## config.mk

```make
export PLATFORM = sky130hd
export DESIGN_NAME = dfpc_top
export DESIGN_NICKNAME = d
export VERILOG_FILES = /design/src/pkg/dfpc_pkg.sv /design/src/rtl/dfpc_top.sv
export SDC_FILE = /design/constraint.sdc
export NUM_CORES = 2
export LEC_CHECK = 0
export BUFFER_PORTS_ARGS = -buffer_cell sky130_fd_sc_hd__buf_2
export CAP_MARGIN = 20
export CELL_PAD_IN_SITES_DETAIL_PLACEMENT = 1
export CELL_PAD_IN_SITES_GLOBAL_PLACEMENT = 2
export CORE_ASPECT_RATIO = 0.8
export CORE_MARGIN = 2
export CORE_UTILIZATION = 45
export CTS_CLUSTER_DIAMETER = 100
export DETAILED_ROUTE_END_ITERATION = 6
export GPL_ROUTABILITY_DRIVEN = 0
export HOLD_SLACK_MARGIN = 0.02
export PLACE_DENSITY_LB_ADDON = 0.1
export SYNTH_ARGS = -nofsm -noshare
export SYNTH_HDL_FRONTEND = slang
export SYNTH_SLANG_ARGS = --single-unit
export TNS_END_PERCENT = 20
```

## constraint.sdc

```tcl
create_clock -name I_CLK_SYS -period 15.2 [get_ports I_CLK_SYS]
set_clock_uncertainty 0.15 [all_clocks]
set_input_delay 1.52 -clock I_CLK_SYS [delete_from_list [all_inputs] [get_ports I_CLK_SYS]]
set_output_delay 1.52 -clock I_CLK_SYS [all_outputs]
set_load 0.01 [all_outputs]
```

## src/pkg/dfpc_pkg.sv

```systemverilog
// dfpc_pkg: constants and carrier types for the data fifo path control
// assumes one clock domain; register offsets are byte addresses
package dfpc_pkg;

   // ----------------------------------------------------------------
   // register map
   // ----------------------------------------------------------------
   localparam logic [7:0] DFPC_OFS_CONTROL = 8'h90;
   localparam logic [7:0] DFPC_OFS_STATUS = 8'h94;
   localparam logic [7:0] DFPC_OFS_CACHE_SIZE = 8'h98;
   localparam logic [7:0] DFPC_OFS_HOST_ADDR0 = 8'h9C;
   localparam logic [7:0] DFPC_OFS_BLOCK_CTRL = 8'hA0;
   localparam logic [7:0] DFPC_OFS_DATA_PORT = 8'hA4;

   // control register fields
   localparam int DFPC_CTL_CLEAR = 0;
   localparam int DFPC_CTL_DRAIN = 1;
   localparam int DFPC_CTL_DIR = 2;
   localparam int DFPC_CTL_HOST_EN = 3;
   localparam int DFPC_CTL_SDMA_EN = 4;
   localparam int DFPC_CTL_SBUS_EN = 5;
   localparam int DFPC_CTL_WIDE_ODD = 6;
   // block control register fields
   localparam int DFPC_BLK_AUTO_DIS = 0;
   localparam int DFPC_BLK_SOFT_RST = 1;
   // status register fields
   localparam int DFPC_ST_EMPTY = 0;
   localparam int DFPC_ST_FULL = 1;
   localparam int DFPC_ST_FILL_TH = 2;
   localparam int DFPC_ST_HOST_DONE_FLAG = 3;
   localparam int DFPC_ST_MREQ = 4;
   localparam int DFPC_ST_QW_EMPTY = 5;
   localparam int DFPC_ST_CACHE_TH = 6;

   // ----------------------------------------------------------------
   // fifo geometry and thresholds
   // ----------------------------------------------------------------
   localparam logic [8:0] DFPC_DEPTH = 9'h100;
   localparam logic [8:0] DFPC_QWORD = 9'h008;
   localparam logic [7:0] DFPC_CLS_8 = 8'h08;
   localparam logic [7:0] DFPC_CLS_16 = 8'h10;
   localparam logic [7:0] DFPC_CLS_32 = 8'h20;
   localparam logic [8:0] DFPC_TH_16 = 9'h010;
   localparam logic [8:0] DFPC_TH_32 = 9'h020;
   localparam logic [8:0] DFPC_TH_64 = 9'h040;
   localparam logic [8:0] DFPC_TH_128 = 9'h080;
   localparam logic [7:0] DFPC_RESET_BYTE = 8'h00;

   // one byte on a streaming side
   typedef struct packed {
      logic valid;
      logic [7:0] data;
   } dfpc_byte_s;

endpackage

```

## src/rtl/dfpc_top.sv

```systemverilog
// dfpc_top: data fifo, its direction and drain control, and status
// assumes host and scsi blocks run on I_CLK_SYS; bus reset is synchronous
// to it; firmware reaches registers over the plain strobe port
//
// The plain strobed port was left to the implementer.
`timescale 1ns/1ps
module dfpc_top
   import dfpc_pkg::*;
(
   input wire logic I_CLK_SYS,
   input wire logic I_ARST_N,
   input wire logic [7:0] I_ADDR,
   input wire logic [7:0] I_WDATA,
   input wire logic I_WR,
   input wire logic I_RD,
   output logic [7:0] O_RDATA,
   input wire dfpc_byte_s I_HOST_IN,
   output logic O_HOST_IN_READY,
   output dfpc_byte_s O_HOST_OUT,
   input wire logic I_HOST_OUT_READY,
   input wire dfpc_byte_s I_SCSI_IN,
   output logic O_SCSI_IN_READY,
   output dfpc_byte_s O_SCSI_OUT,
   input wire logic I_SCSI_OUT_READY,
   input wire logic I_SCSI_COUNT_ZERO,
   input wire logic I_PHASE_CHANGE,
   input wire logic I_BUS_RESET,
   input wire logic I_MEM_REQ_PENDING,
   input wire logic I_HOST_DONE,
   input wire logic I_FILL_THRESHOLD,
   output logic O_HOST_XFER_EN,
   output logic O_SCSI_DMA_EN,
   output logic O_SCSI_BUS_EN,
   output logic O_PATH_FLOW,
   output logic O_DRAIN_ACTIVE,
   output logic O_WIDE_ODD,
   output logic O_OFFSET_LOAD,
   output logic [2:0] O_BYTE_OFFSET
);

   // ----------------------------------------------------------------
   // functions
   // ----------------------------------------------------------------
   // bytes needed for one burst; inbound picks the free-space figure
   function automatic logic [8:0] burst_bytes(input logic [7:0] cls,
                                              input logic inbound);
      logic [8:0] b;
      b = DFPC_TH_128;
      if (cls < DFPC_CLS_8) begin
         b = inbound ? DFPC_TH_32 : DFPC_TH_16;
      end else if (cls < DFPC_CLS_16) begin
         b = DFPC_TH_32;
      end else if (cls < DFPC_CLS_32) begin
         b = DFPC_TH_64;
      end
      return b;
   endfunction

   function automatic logic reg_hit(input logic [7:0] a,
                                    input logic [7:0] ofs);
      return a == ofs;
   endfunction

   // ----------------------------------------------------------------
   // state
   // ----------------------------------------------------------------
   logic [7:0] mem_q [0:255];
   logic [8:0] wr_ptr_q, rd_ptr_q;
   logic [8:0] count, free;
   logic [2:0] en_q, ack_q;
   logic dir_q, dir_ack_q, wide_odd_q, auto_dis_q;
   logic drain_q, drain_set;
   logic clear_q, soft_q;
   logic [7:0] cls_q, haddr0_q;
   logic wr_en, rd_en;
   logic [7:0] wr_data;
   logic seq_wr, seq_rd, hw_idle, force_clr;
   logic flag_empty, flag_full, flag_qw_empty, flag_cache;
   logic [7:0] status;
   logic wr_ctl, clr_wr;

   assign count = wr_ptr_q - rd_ptr_q;
   assign free = DFPC_DEPTH - count;
   assign hw_idle = ~ack_q[0] & ~ack_q[1];
   assign wr_ctl = I_WR & reg_hit(I_ADDR, DFPC_OFS_CONTROL);
   assign clr_wr = wr_ctl & I_WDATA[DFPC_CTL_CLEAR];
   assign force_clr = clear_q | soft_q | I_BUS_RESET;

   // ----------------------------------------------------------------
   // flags and status
   // ----------------------------------------------------------------
   // empty, full and quad-word flags forced while clear or either reset is active
   always_comb begin
      flag_empty = (count == 9'h000) | force_clr;
      flag_full = (count == DFPC_DEPTH) & ~force_clr;
      flag_qw_empty = (count < DFPC_QWORD) | force_clr;
      if (dir_ack_q) begin
         flag_cache = free >= burst_bytes(cls_q, 1'b1);
      end else begin
         flag_cache = count >= burst_bytes(cls_q, 1'b0);
      end
   end

   // read-only status image, bit seven tied low
   always_comb begin
      status = DFPC_RESET_BYTE;
      status[DFPC_ST_EMPTY] = flag_empty;
      status[DFPC_ST_FULL] = flag_full;
      status[DFPC_ST_FILL_TH] = I_FILL_THRESHOLD;
      status[DFPC_ST_HOST_DONE_FLAG] = I_HOST_DONE;
      status[DFPC_ST_MREQ] = I_MEM_REQ_PENDING;
      status[DFPC_ST_QW_EMPTY] = flag_qw_empty;
      status[DFPC_ST_CACHE_TH] = flag_cache;
   end

   // ----------------------------------------------------------------
   // configuration registers
   // ----------------------------------------------------------------
   // enables, wide odd, cache size, host address, auto drain disable
   always_ff @(posedge I_CLK_SYS or negedge I_ARST_N) begin
      if (!I_ARST_N) begin
         en_q <= 3'h0;
         wide_odd_q <= 1'b0;
         dir_q <= 1'b0;
         cls_q <= DFPC_RESET_BYTE;
         haddr0_q <= DFPC_RESET_BYTE;
         auto_dis_q <= 1'b0;
      end else begin
         if (wr_ctl) begin
            en_q <= I_WDATA[DFPC_CTL_SBUS_EN:DFPC_CTL_HOST_EN];
            wide_odd_q <= I_WDATA[DFPC_CTL_WIDE_ODD];
            dir_q <= I_WDATA[DFPC_CTL_DIR];
         end
         if (I_WR && reg_hit(I_ADDR, DFPC_OFS_CACHE_SIZE)) begin
            cls_q <= I_WDATA;
         end
         if (I_WR && reg_hit(I_ADDR, DFPC_OFS_HOST_ADDR0)) begin
            haddr0_q <= I_WDATA;
         end
         if (I_WR && reg_hit(I_ADDR, DFPC_OFS_BLOCK_CTRL)) begin
            auto_dis_q <= I_WDATA[DFPC_BLK_AUTO_DIS];
         end
      end
   end

   // acks trail enables by one cycle; direction ack moves only when idle
   always_ff @(posedge I_CLK_SYS or negedge I_ARST_N) begin
      if (!I_ARST_N) begin
         ack_q <= 3'h0;
         dir_ack_q <= 1'b0;
      end else begin
         ack_q <= en_q;
         if (en_q == 3'h0 && ack_q == 3'h0) begin
            dir_ack_q <= dir_q;
         end
      end
   end

   // self-clearing strobes: clear and soft reset
   always_ff @(posedge I_CLK_SYS or negedge I_ARST_N) begin
      if (!I_ARST_N) begin
         clear_q <= 1'b0;
         soft_q <= 1'b0;
      end else begin
         clear_q <= clr_wr;
         soft_q <= I_WR & reg_hit(I_ADDR, DFPC_OFS_BLOCK_CTRL) &
                   I_WDATA[DFPC_BLK_SOFT_RST];
      end
   end

   // ----------------------------------------------------------------
   // drain control
   // ----------------------------------------------------------------
   // manual only toward host or while sequencer loads; auto toward host
   always_comb begin
      drain_set = 1'b0;
      if (!flag_empty) begin
         if (wr_ctl && I_WDATA[DFPC_CTL_DRAIN] &&
             (!dir_ack_q || hw_idle)) begin
            drain_set = 1'b1;
         end
         if (!auto_dis_q && !dir_ack_q &&
             (I_SCSI_COUNT_ZERO || I_PHASE_CHANGE)) begin
            drain_set = 1'b1;
         end
      end
   end

   // pending until the fifo runs dry; a new request beats completion
   always_ff @(posedge I_CLK_SYS or negedge I_ARST_N) begin
      if (!I_ARST_N) begin
         drain_q <= 1'b0;
      end else if (clr_wr || force_clr) begin
         drain_q <= 1'b0;
      end else if (drain_set) begin
         drain_q <= 1'b1;
      end else if (flag_empty) begin
         drain_q <= 1'b0;
      end
   end

   // ----------------------------------------------------------------
   // fifo data path
   // ----------------------------------------------------------------
   assign seq_wr = I_WR & reg_hit(I_ADDR, DFPC_OFS_DATA_PORT) &
                   ~flag_full;
   assign seq_rd = I_RD & reg_hit(I_ADDR, DFPC_OFS_DATA_PORT) &
                   ~flag_empty;

   // writer and reader chosen by direction ack; sequencer has priority
   always_comb begin
      O_HOST_IN_READY = dir_ack_q & ack_q[0] & ~flag_full & ~seq_wr;
      O_SCSI_IN_READY = ~dir_ack_q & ack_q[1] & ~flag_full & ~seq_wr;
      O_HOST_OUT.valid = ~dir_ack_q & ack_q[0] & ~seq_rd &
                         (~flag_qw_empty | (drain_q & ~flag_empty));
      O_SCSI_OUT.valid = dir_ack_q & ack_q[1] & ~seq_rd &
                         (~flag_qw_empty | (drain_q & ~flag_empty));
      O_HOST_OUT.data = mem_q[rd_ptr_q[7:0]];
      O_SCSI_OUT.data = mem_q[rd_ptr_q[7:0]];
      wr_en = seq_wr;
      wr_data = I_WDATA;
      if (O_HOST_IN_READY && I_HOST_IN.valid) begin
         wr_en = 1'b1;
         wr_data = I_HOST_IN.data;
      end else if (O_SCSI_IN_READY && I_SCSI_IN.valid) begin
         wr_en = 1'b1;
         wr_data = I_SCSI_IN.data;
      end
      rd_en = seq_rd | (O_HOST_OUT.valid & I_HOST_OUT_READY) |
              (O_SCSI_OUT.valid & I_SCSI_OUT_READY);
   end

   // byte storage
   always_ff @(posedge I_CLK_SYS) begin
      if (wr_en) begin
         mem_q[wr_ptr_q[7:0]] <= wr_data;
      end
   end

   // pointers: clear loads both with the host byte offset
   always_ff @(posedge I_CLK_SYS or negedge I_ARST_N) begin
      if (!I_ARST_N) begin
         wr_ptr_q <= 9'h000;
         rd_ptr_q <= 9'h000;
      end else if (clr_wr) begin
         wr_ptr_q <= {6'h00, haddr0_q[2:0]};
         rd_ptr_q <= {6'h00, haddr0_q[2:0]};
      end else if (soft_q || I_BUS_RESET) begin
         wr_ptr_q <= 9'h000;
         rd_ptr_q <= 9'h000;
      end else begin
         if (wr_en) begin
            wr_ptr_q <= wr_ptr_q + 9'h001;
         end
         if (rd_en) begin
            rd_ptr_q <= rd_ptr_q + 9'h001;
         end
      end
   end

   // ----------------------------------------------------------------
   // register read port
   // ----------------------------------------------------------------
   // read data stand one cycle after the strobe, zero otherwise
   always_ff @(posedge I_CLK_SYS or negedge I_ARST_N) begin
      if (!I_ARST_N) begin
         O_RDATA <= DFPC_RESET_BYTE;
      end else if (!I_RD) begin
         O_RDATA <= DFPC_RESET_BYTE;
      end else begin
         unique case (I_ADDR)
            DFPC_OFS_CONTROL: O_RDATA <= {1'b0, wide_odd_q, ack_q,
                                          dir_ack_q, drain_q, 1'b0};
            DFPC_OFS_STATUS: O_RDATA <= status;
            DFPC_OFS_CACHE_SIZE: O_RDATA <= cls_q;
            DFPC_OFS_HOST_ADDR0: O_RDATA <= haddr0_q;
            DFPC_OFS_BLOCK_CTRL: O_RDATA <= {7'h00, auto_dis_q};
            DFPC_OFS_DATA_PORT: O_RDATA <= seq_rd ?
                                   mem_q[rd_ptr_q[7:0]] : DFPC_RESET_BYTE;
            default: O_RDATA <= DFPC_RESET_BYTE;
         endcase
      end
   end

   // offset load pulse to host and scsi blocks
   always_ff @(posedge I_CLK_SYS or negedge I_ARST_N) begin
      if (!I_ARST_N) begin
         O_OFFSET_LOAD <= 1'b0;
         O_BYTE_OFFSET <= 3'h0;
      end else begin
         O_OFFSET_LOAD <= clr_wr;
         if (clr_wr) begin
            O_BYTE_OFFSET <= haddr0_q[2:0];
         end
      end
   end

   assign O_HOST_XFER_EN = ack_q[0];
   assign O_SCSI_DMA_EN = ack_q[1];
   assign O_SCSI_BUS_EN = ack_q[2];
   assign O_PATH_FLOW = dir_ack_q;
   assign O_DRAIN_ACTIVE = drain_q;
   assign O_WIDE_ODD = wide_odd_q;
endmodule // dfpc_top

```

-- Yosys cells after proc, flatten, opt, wreduce, memory -nomap -nowiden
Memories as Yosys holds them, arrays and structs flattened.
Cells that the tools add are included.
W data, S select, Z words.
- register bits: 58
- latch bits: 0
- RAM bits: 2048
- ROM bits: 0
- input bits: 46
- output and inout port bits: 38
- word-level logic and storage cells: 124
- memories: 1
- $add $sub $neg: 4
- multipliers: 0
- divide/modulo/power cells: 0
- magnitude comparators: 6
- equality and inequality tests: 7
- shift-type cells: 0
- muxes and demuxes: 28
- bitwise gates (word level): 41
- reductions and logical operators: 22
- memories (name ; depth ; width ; read ports ; clocked after Yosys merged registers in ; write ports ; line ; RTL):
    mem_q ; 256 ; 8 ; 1 ; 0 ; 1 ; dfpc_top.sv:67 ; logic [7:0] mem_q [0:255];
- operators by type and width (cell ; number):
    $mux W9 ; 9
    $mux W8 ; 7
    $eq A8 B8 Y1 const B ; 6
    $pmux W8 S6 ; 1
    $and A1 B1 Y1 ; 25
    $add A9 B1 Y9 const B ; 2
    $ge A9 B9 Y1 ; 2
    $mux W1 ; 11
    $logic_and A1 B1 Y1 ; 10
    $eq A9 B9 Y1 const B ; 1
    $logic_not A9 Y1 ; 1
    $lt A9 B4 Y1 const B ; 1
    $not A1 Y1 ; 9
    $reduce_bool A3 Y1 ; 3
    $sub A9 B9 Y9 ; 1
    $sub A9 B9 Y9 const A ; 1
    $lt A8 B4 Y1 const B ; 1
    $lt A8 B5 Y1 const B ; 1
    $lt A8 B6 Y1 const B ; 1
    $or A1 B1 Y1 ; 7
    $logic_not A3 Y1 ; 2
    $logic_or A1 B1 Y1 ; 4
    $logic_not A1 Y1 ; 2

-- Logic depth before layout (Yosys ltp)
- depth after elaboration: 14
- gate-level depth with buffers: 21
- mapped depth without buffers: 18

-- Worst setup path after synthesis
OpenSTA, ideal clock, no wires.
- path type: register to register
- start: reg rd_ptr_q[3]
- end: mem mem_q[0][5] (data pin)
- library setup time: 1579 ps
- arrival time: 11154 ps
- data required time: 13471 ps
- slack: 2317 ps
- cell stages (with the launch flop): 20
- path buffers: 4
- period minus slack after synthesis: 12883 ps
- path through: dfrtp_1 -> clkbuf_1 -> clkinv_1 -> buf_2 -> buf_2 -> buf_1 -> ha_1 -> a21o_1 -> a21oi_1 -> a21boi_1 -> nor2_1 -> nor2_1 -> o21ai_0 -> nor2_1 -> ha_1 -> and2_1 -> nor4b_1 -> nand2_1 -> mux2i_1 -> a21oi_1
- longest elaborated chain between the ends: 10
- elaborated cells between the ends (all ways): 14
- classes of those cells: 1 x add/sub; 1 x eq/ne; 2 x mux; 8 x bitwise; 2 x reduce/logical
- RTL lines (element ; line ; RTL):
    from (decl) ; dfpc_top.sv:68 ; logic [8:0] wr_ptr_q, rd_ptr_q;
    from (signal assigned) ; dfpc_top.sv:247 ; rd_ptr_q <= {6'h00, haddr0_q[2:0]};
    from (signal assigned) ; dfpc_top.sv:256 ; rd_ptr_q <= rd_ptr_q + 9'h001;
    $sub A9 B9 Y9 (*) ; dfpc_top.sv:82 ; assign count = wr_ptr_q - rd_ptr_q;
    $eq A9 B9 Y1 (*) ; dfpc_top.sv:95 ; flag_full = (count == DFPC_DEPTH) & ~force_clr;
    $and A1 B1 Y1 (*) ; dfpc_top.sv:95 ;
    $not A1 Y1 (*) ; dfpc_top.sv:206, dfpc_top.sv:213 ;
    $and A1 B1 Y1 ; dfpc_top.sv:205 ; assign seq_wr = I_WR & reg_hit(I_ADDR, DFPC_OFS_DATA_PORT) &
    $not A1 Y1 ; dfpc_top.sv:213 ; O_SCSI_IN_READY = ~dir_ack_q & ack_q[1] & ~flag_full & ~seq_wr;
    $and A1 B1 Y1 (*) ; dfpc_top.sv:213 ;
    net O_SCSI_IN_READY ; dfpc_top.sv:22 ; output logic O_SCSI_IN_READY,
    $logic_and A1 B1 Y1 (*) ; dfpc_top.sv:225 ; end else if (O_SCSI_IN_READY && I_SCSI_IN.valid) begin
    $mux W8 (*) ; dfpc_top.sv:225 ;
    $mux W8 (*) ; dfpc_top.sv:222 ; if (O_HOST_IN_READY && I_HOST_IN.valid) begin
    net wr_data[5] ; dfpc_top.sv:76 ; logic [7:0] wr_data;
    to (decl) ; dfpc_top.sv:67 ;
The timed path passes the listed nets; every way through them passes the cells marked *.

==> metrics.cfg <==
[status]
run_status = complete, no violations

[global_routing]
grt_overflow_total = 0
grt_first_pass_wirelength_mm = 355
grt_max_degree = 193
grt_usage_pct = 27.1
grt_antenna_before_repair = 22
first_global_vias = 43100

[clock_tree]
post_cts_buffers = 0
clk_pin_slew_worst_paths_ns = 0.06
clkLatencyLatePin_ns = 0.83
clockBufferDepth = 3
htree_levels = 4
clock_sinks = 2106
holdBufCountCts = 0
numCtsBuffers = 204
cts_tree = yes
cts-root-buf = clkbuf_16
ctsResizeCount = 0

[timing]
final_hold_viol_count = 0
min_period_over_period_pct = 55.3
setup_tns_ns = 0
fin_hold_ws_ns = 0.253
max_slew_margin_pct = 8.81
fin_crit_ns = 8.41
rsz0062_at_grt = no
slew_viol_final = 0
tightest_slew_ns = 1.37
setup_viol = 0
max_freq_mhz = 119

[power]
finalPower_mw = 12.0
power_frac_seq_pct = 53.3
swShare_pct = 21.8
pwr-share-comb_pct = 5.1
clockPowerShare_pct = 41.6
power.density_nw_per_um2 = 129
peakVddDrop_mv = 0.101
p_int_mw = 9.36
p_switching_mw = 2.61
p_leak_nw = 29.3

[critical_path]
start_kind = flip-flop
crit_chain = buf_12 -> buf_4 -> buf_4 -> mux4_2 -> mux4_2 -> a21oi_1 -> nand2_1 -> a21oi_1 -> o21bai_1 -> inv_1 -> buf_2
reg2reg_depth = 17
endpoint_kind = primary output
required_ns = 13.53
slowest_stage = dfrtp_4
critical_path_peak_fanout = 74
crit_arrival_ns = 6.74
cp_top_family = buffers and inverters
critPathMaxStageDelay_ns = 0.93
critPathBufInv = 5
rrSetupSlack_ns = 7.82
worstSetupPathType = flip-flop to primary output
r2r-start = rd_ptr_q[2]$_DFFE_PN0P_
rr_endpoint = mem_q[217][5]$_DFFE_PP_

[floorplan]
rows = 141
start_util_pct = 45.1
dieArea_sq_um = 188000
fp.dieW_um = 485
coreArea_sq_um = 184000
ios = 84
die_height_um = 388

[synth]
yosys_warnings = 0
ys_ff_latch = 2106
synth_async_sr_flop_share_pct = 2.75
synth_cells = 4064
ys_seq_area_share_pct = 75.7
syn_area_sq_um = 83100
synth_edf_count = 2048
syn_avg_cell_area_sq_um = 20.5
ys_types = 77
synth-main-ff-cell = edfxtp_1
synth_nets = 4133

[placed_design]
placed_area_sq_um = 86600
dp_hpwl_mm = 153
numPortBuffers = 83

[detailed_routing]
first_pass_iters = 5
via_per_inst = 6.25
ant_nets = 0
wl_per_cell_um = 37.1
routed_wl_mm = 254
drcViolationCount = 0
drtIter0Drc = 5198
dr_total_vias = 42800

[finish]
n_fill_cell = 16300
area_delta_synth_final_pct = 12.0
final_nets = 4313
drive_gt1_share_pct = 24.4
final_area_sq_um = 93100

[min_path]
whs_path_depth = 0
holdCritStartpoint = en_q[1]$_DFFE_PN0P_
hold_class = flip-flop to flip-flop
min_to = ack_q[1]$_DFF_PN0_

[run]
cap_violations = 0

==> worst reg2reg max path, cell delays in order (launching register included) <==
cell and delay, ns:
dfrtp_4 0.71, clkinv_2 0.65, ha_1 0.64, nor2b_1 0.29, o31a_1 0.19, a21o_1 0.15, o211ai_1 0.16, nor2_1 0.20
o21ai_0 0.17, nor2_1 0.18, ha_1 0.17, and2_1 0.22, nor3_1 0.10, nand2_1 0.75, nor2_1 0.21, a21oi_4 0.44
buf_4 0.79, buf_12 0.65
==> cell usage in the layout, fill, tap and decap left out, types with 8 or more instances in the layout <==
cell,n
a221oi_1,15
and2_1,12
nor3_1,26
mux2i_1,150
inv_1,13
mux2_2,33
buf_2,83
bufinv_16,14
nor4_1,9
and3_1,10
a211oi_1,10
nor2b_1,19
a21oi_1,58
o21ai_0,31
clkinv_2,30
nand2_2,16
dfrtp_1,52
a31oi_1,9
a21oi_4,8
nor2_1,326
o2111ai_1,8
clkbuf_1,58
a22oi_1,62
clkbuf_16,208
buf_12,15
a22o_1,13
edfxtp_1,2048
nand2_1,137
ha_1,22
mux4_2,508
o22ai_1,22
nand4_1,11
o221ai_1,15
buf_4,107
clkinv_1,42
nand3_1,39
==> area by class of cell <==
| cell class | instances | area, sq um | share of cell area [%] |
|---|---|---|---|
| clock inverter | 105 | 965 | 1.04 |
| antenna | 1 | 2.50 | 0.00269 |
| tap | 2431 | 3040 | 3.27 |
| sequential | 2106 | 63000 | 67.6 |
| clock buffer | 269 | 5450 | 5.85 |
| timing repair buffer | 209 | 1580 | 1.70 |
| multi-input combinational | 1704 | 19100 | 20.5 |
| inverter | 19 | 75.1 | 0.0806 |
==> power groups by stage <==
| stage | clock, mW | combinational [mW] | sequential [mW] |
|---|---|---|---|
| finish | 4.98 | 0.606 | 6.39 |
| floorplan | 0 | 0.393 | 6.54 |
| detailed placement | 0 | 0.612 | 6.51 |
| global placement | 0 | 0.605 | 6.51 |
| global route | 5.27 | 0.644 | 6.38 |
| CTS | 5.06 | 0.613 | 6.39 |
==> layer usage <==
metal  part of all wire (%)  up-vias  track usage, %
met5                      0        -               0
met4                    2.2        0            5.92
met3                    9.1      288            6.42
met2                     45     1809            40.1
met1                     44    23500            41.0
li1                       -    17200               -
==> cell usage after synthesis (8+ instances only) <==
master	instances	share of area, %
a2111oi_0	8	0.084
a211oi_1	10	0.090
a21oi_1	66	0.40
a221oi_1	15	0.16
a22o_1	13	0.14
a22oi_1	62	0.56
a31oi_1	9	0.068
and2_1	13	0.098
and3_1	10	0.075
buf_1	9	0.041
buf_2	75	0.45
buf_4	52	0.47
buf_6	11	0.15
clkbuf_1	88	0.40
dfrtp_1	58	1.7
edfxtp_1	2048	74
ha_1	22	0.33
inv_1	13	0.059
mux2_2	33	0.45
mux2i_1	150	1.8
mux4_2	508	14
nand2_1	153	0.69
nand3_1	39	0.23
nand4_1	11	0.083
nor2_1	329	1.5
nor2b_1	24	0.18
nor3_1	26	0.16
nor4_1	10	0.075
o2111ai_1	8	0.084
o21ai_0	31	0.19
o221ai_1	15	0.16
o22ai_1	22	0.17
==> cell families after synthesis <==
family | Yosys count | share of synthesized area [%]
flops | 2106 | 75.7
mux | 691 | 16.0
simple gates | 649 | 3.38
compound gates | 329 | 2.81
buf+inv | 254 | 1.59
fa+ha+maj | 23 | 0.355
xor+xnor | 12 | 0.126
==> stage by stage <==
stage	util, %	setup slack [ns]	cells
2_1_floorplan	-	2.32	4064
3_3_place_gp	47.0	7.57	6464
3_5_place_dp	47.0	7.53	6464
4_1_cts	50.5	6.66	6838
5_1_grt	50.6	6.45	6844
6_report	50.6	6.79	6844
==> worst max-delay path by stage <==
stage / cells past startpoint / to / start
3_5_place_dp: 17 / mem_q[198][6]$_DFFE_PP_ / rd_ptr_q[2]$_DFFE_PN0P_
4_1_cts: 10 / O_HOST_OUT[1] / rd_ptr_q[0]$_DFFE_PN0P_
2_1_floorplan: 19 / mem_q[0][5]$_DFFE_PP_ / rd_ptr_q[3]$_DFFE_PN0P_
3_3_place_gp: 10 / O_HOST_OUT[1] / rd_ptr_q[0]$_DFFE_PN0P_
6_report: 11 / O_HOST_OUT[0] / rd_ptr_q[0]$_DFFE_PN0P_
5_1_grt: 11 / O_HOST_OUT[0] / rd_ptr_q[0]$_DFFE_PN0P_
==> state kept, by name (all words and copies together), names as in the netlist, 3 cells and up <==
register       flops
en_q               3
O_RDATA            8
wr_ptr_q           9
cls_q              8
ack_q              3
mem_q           2048
O_BYTE_OFFSET      3
haddr0_q           8
rd_ptr_q           9
Note: power is estimated with default switching activity, not from simulation.
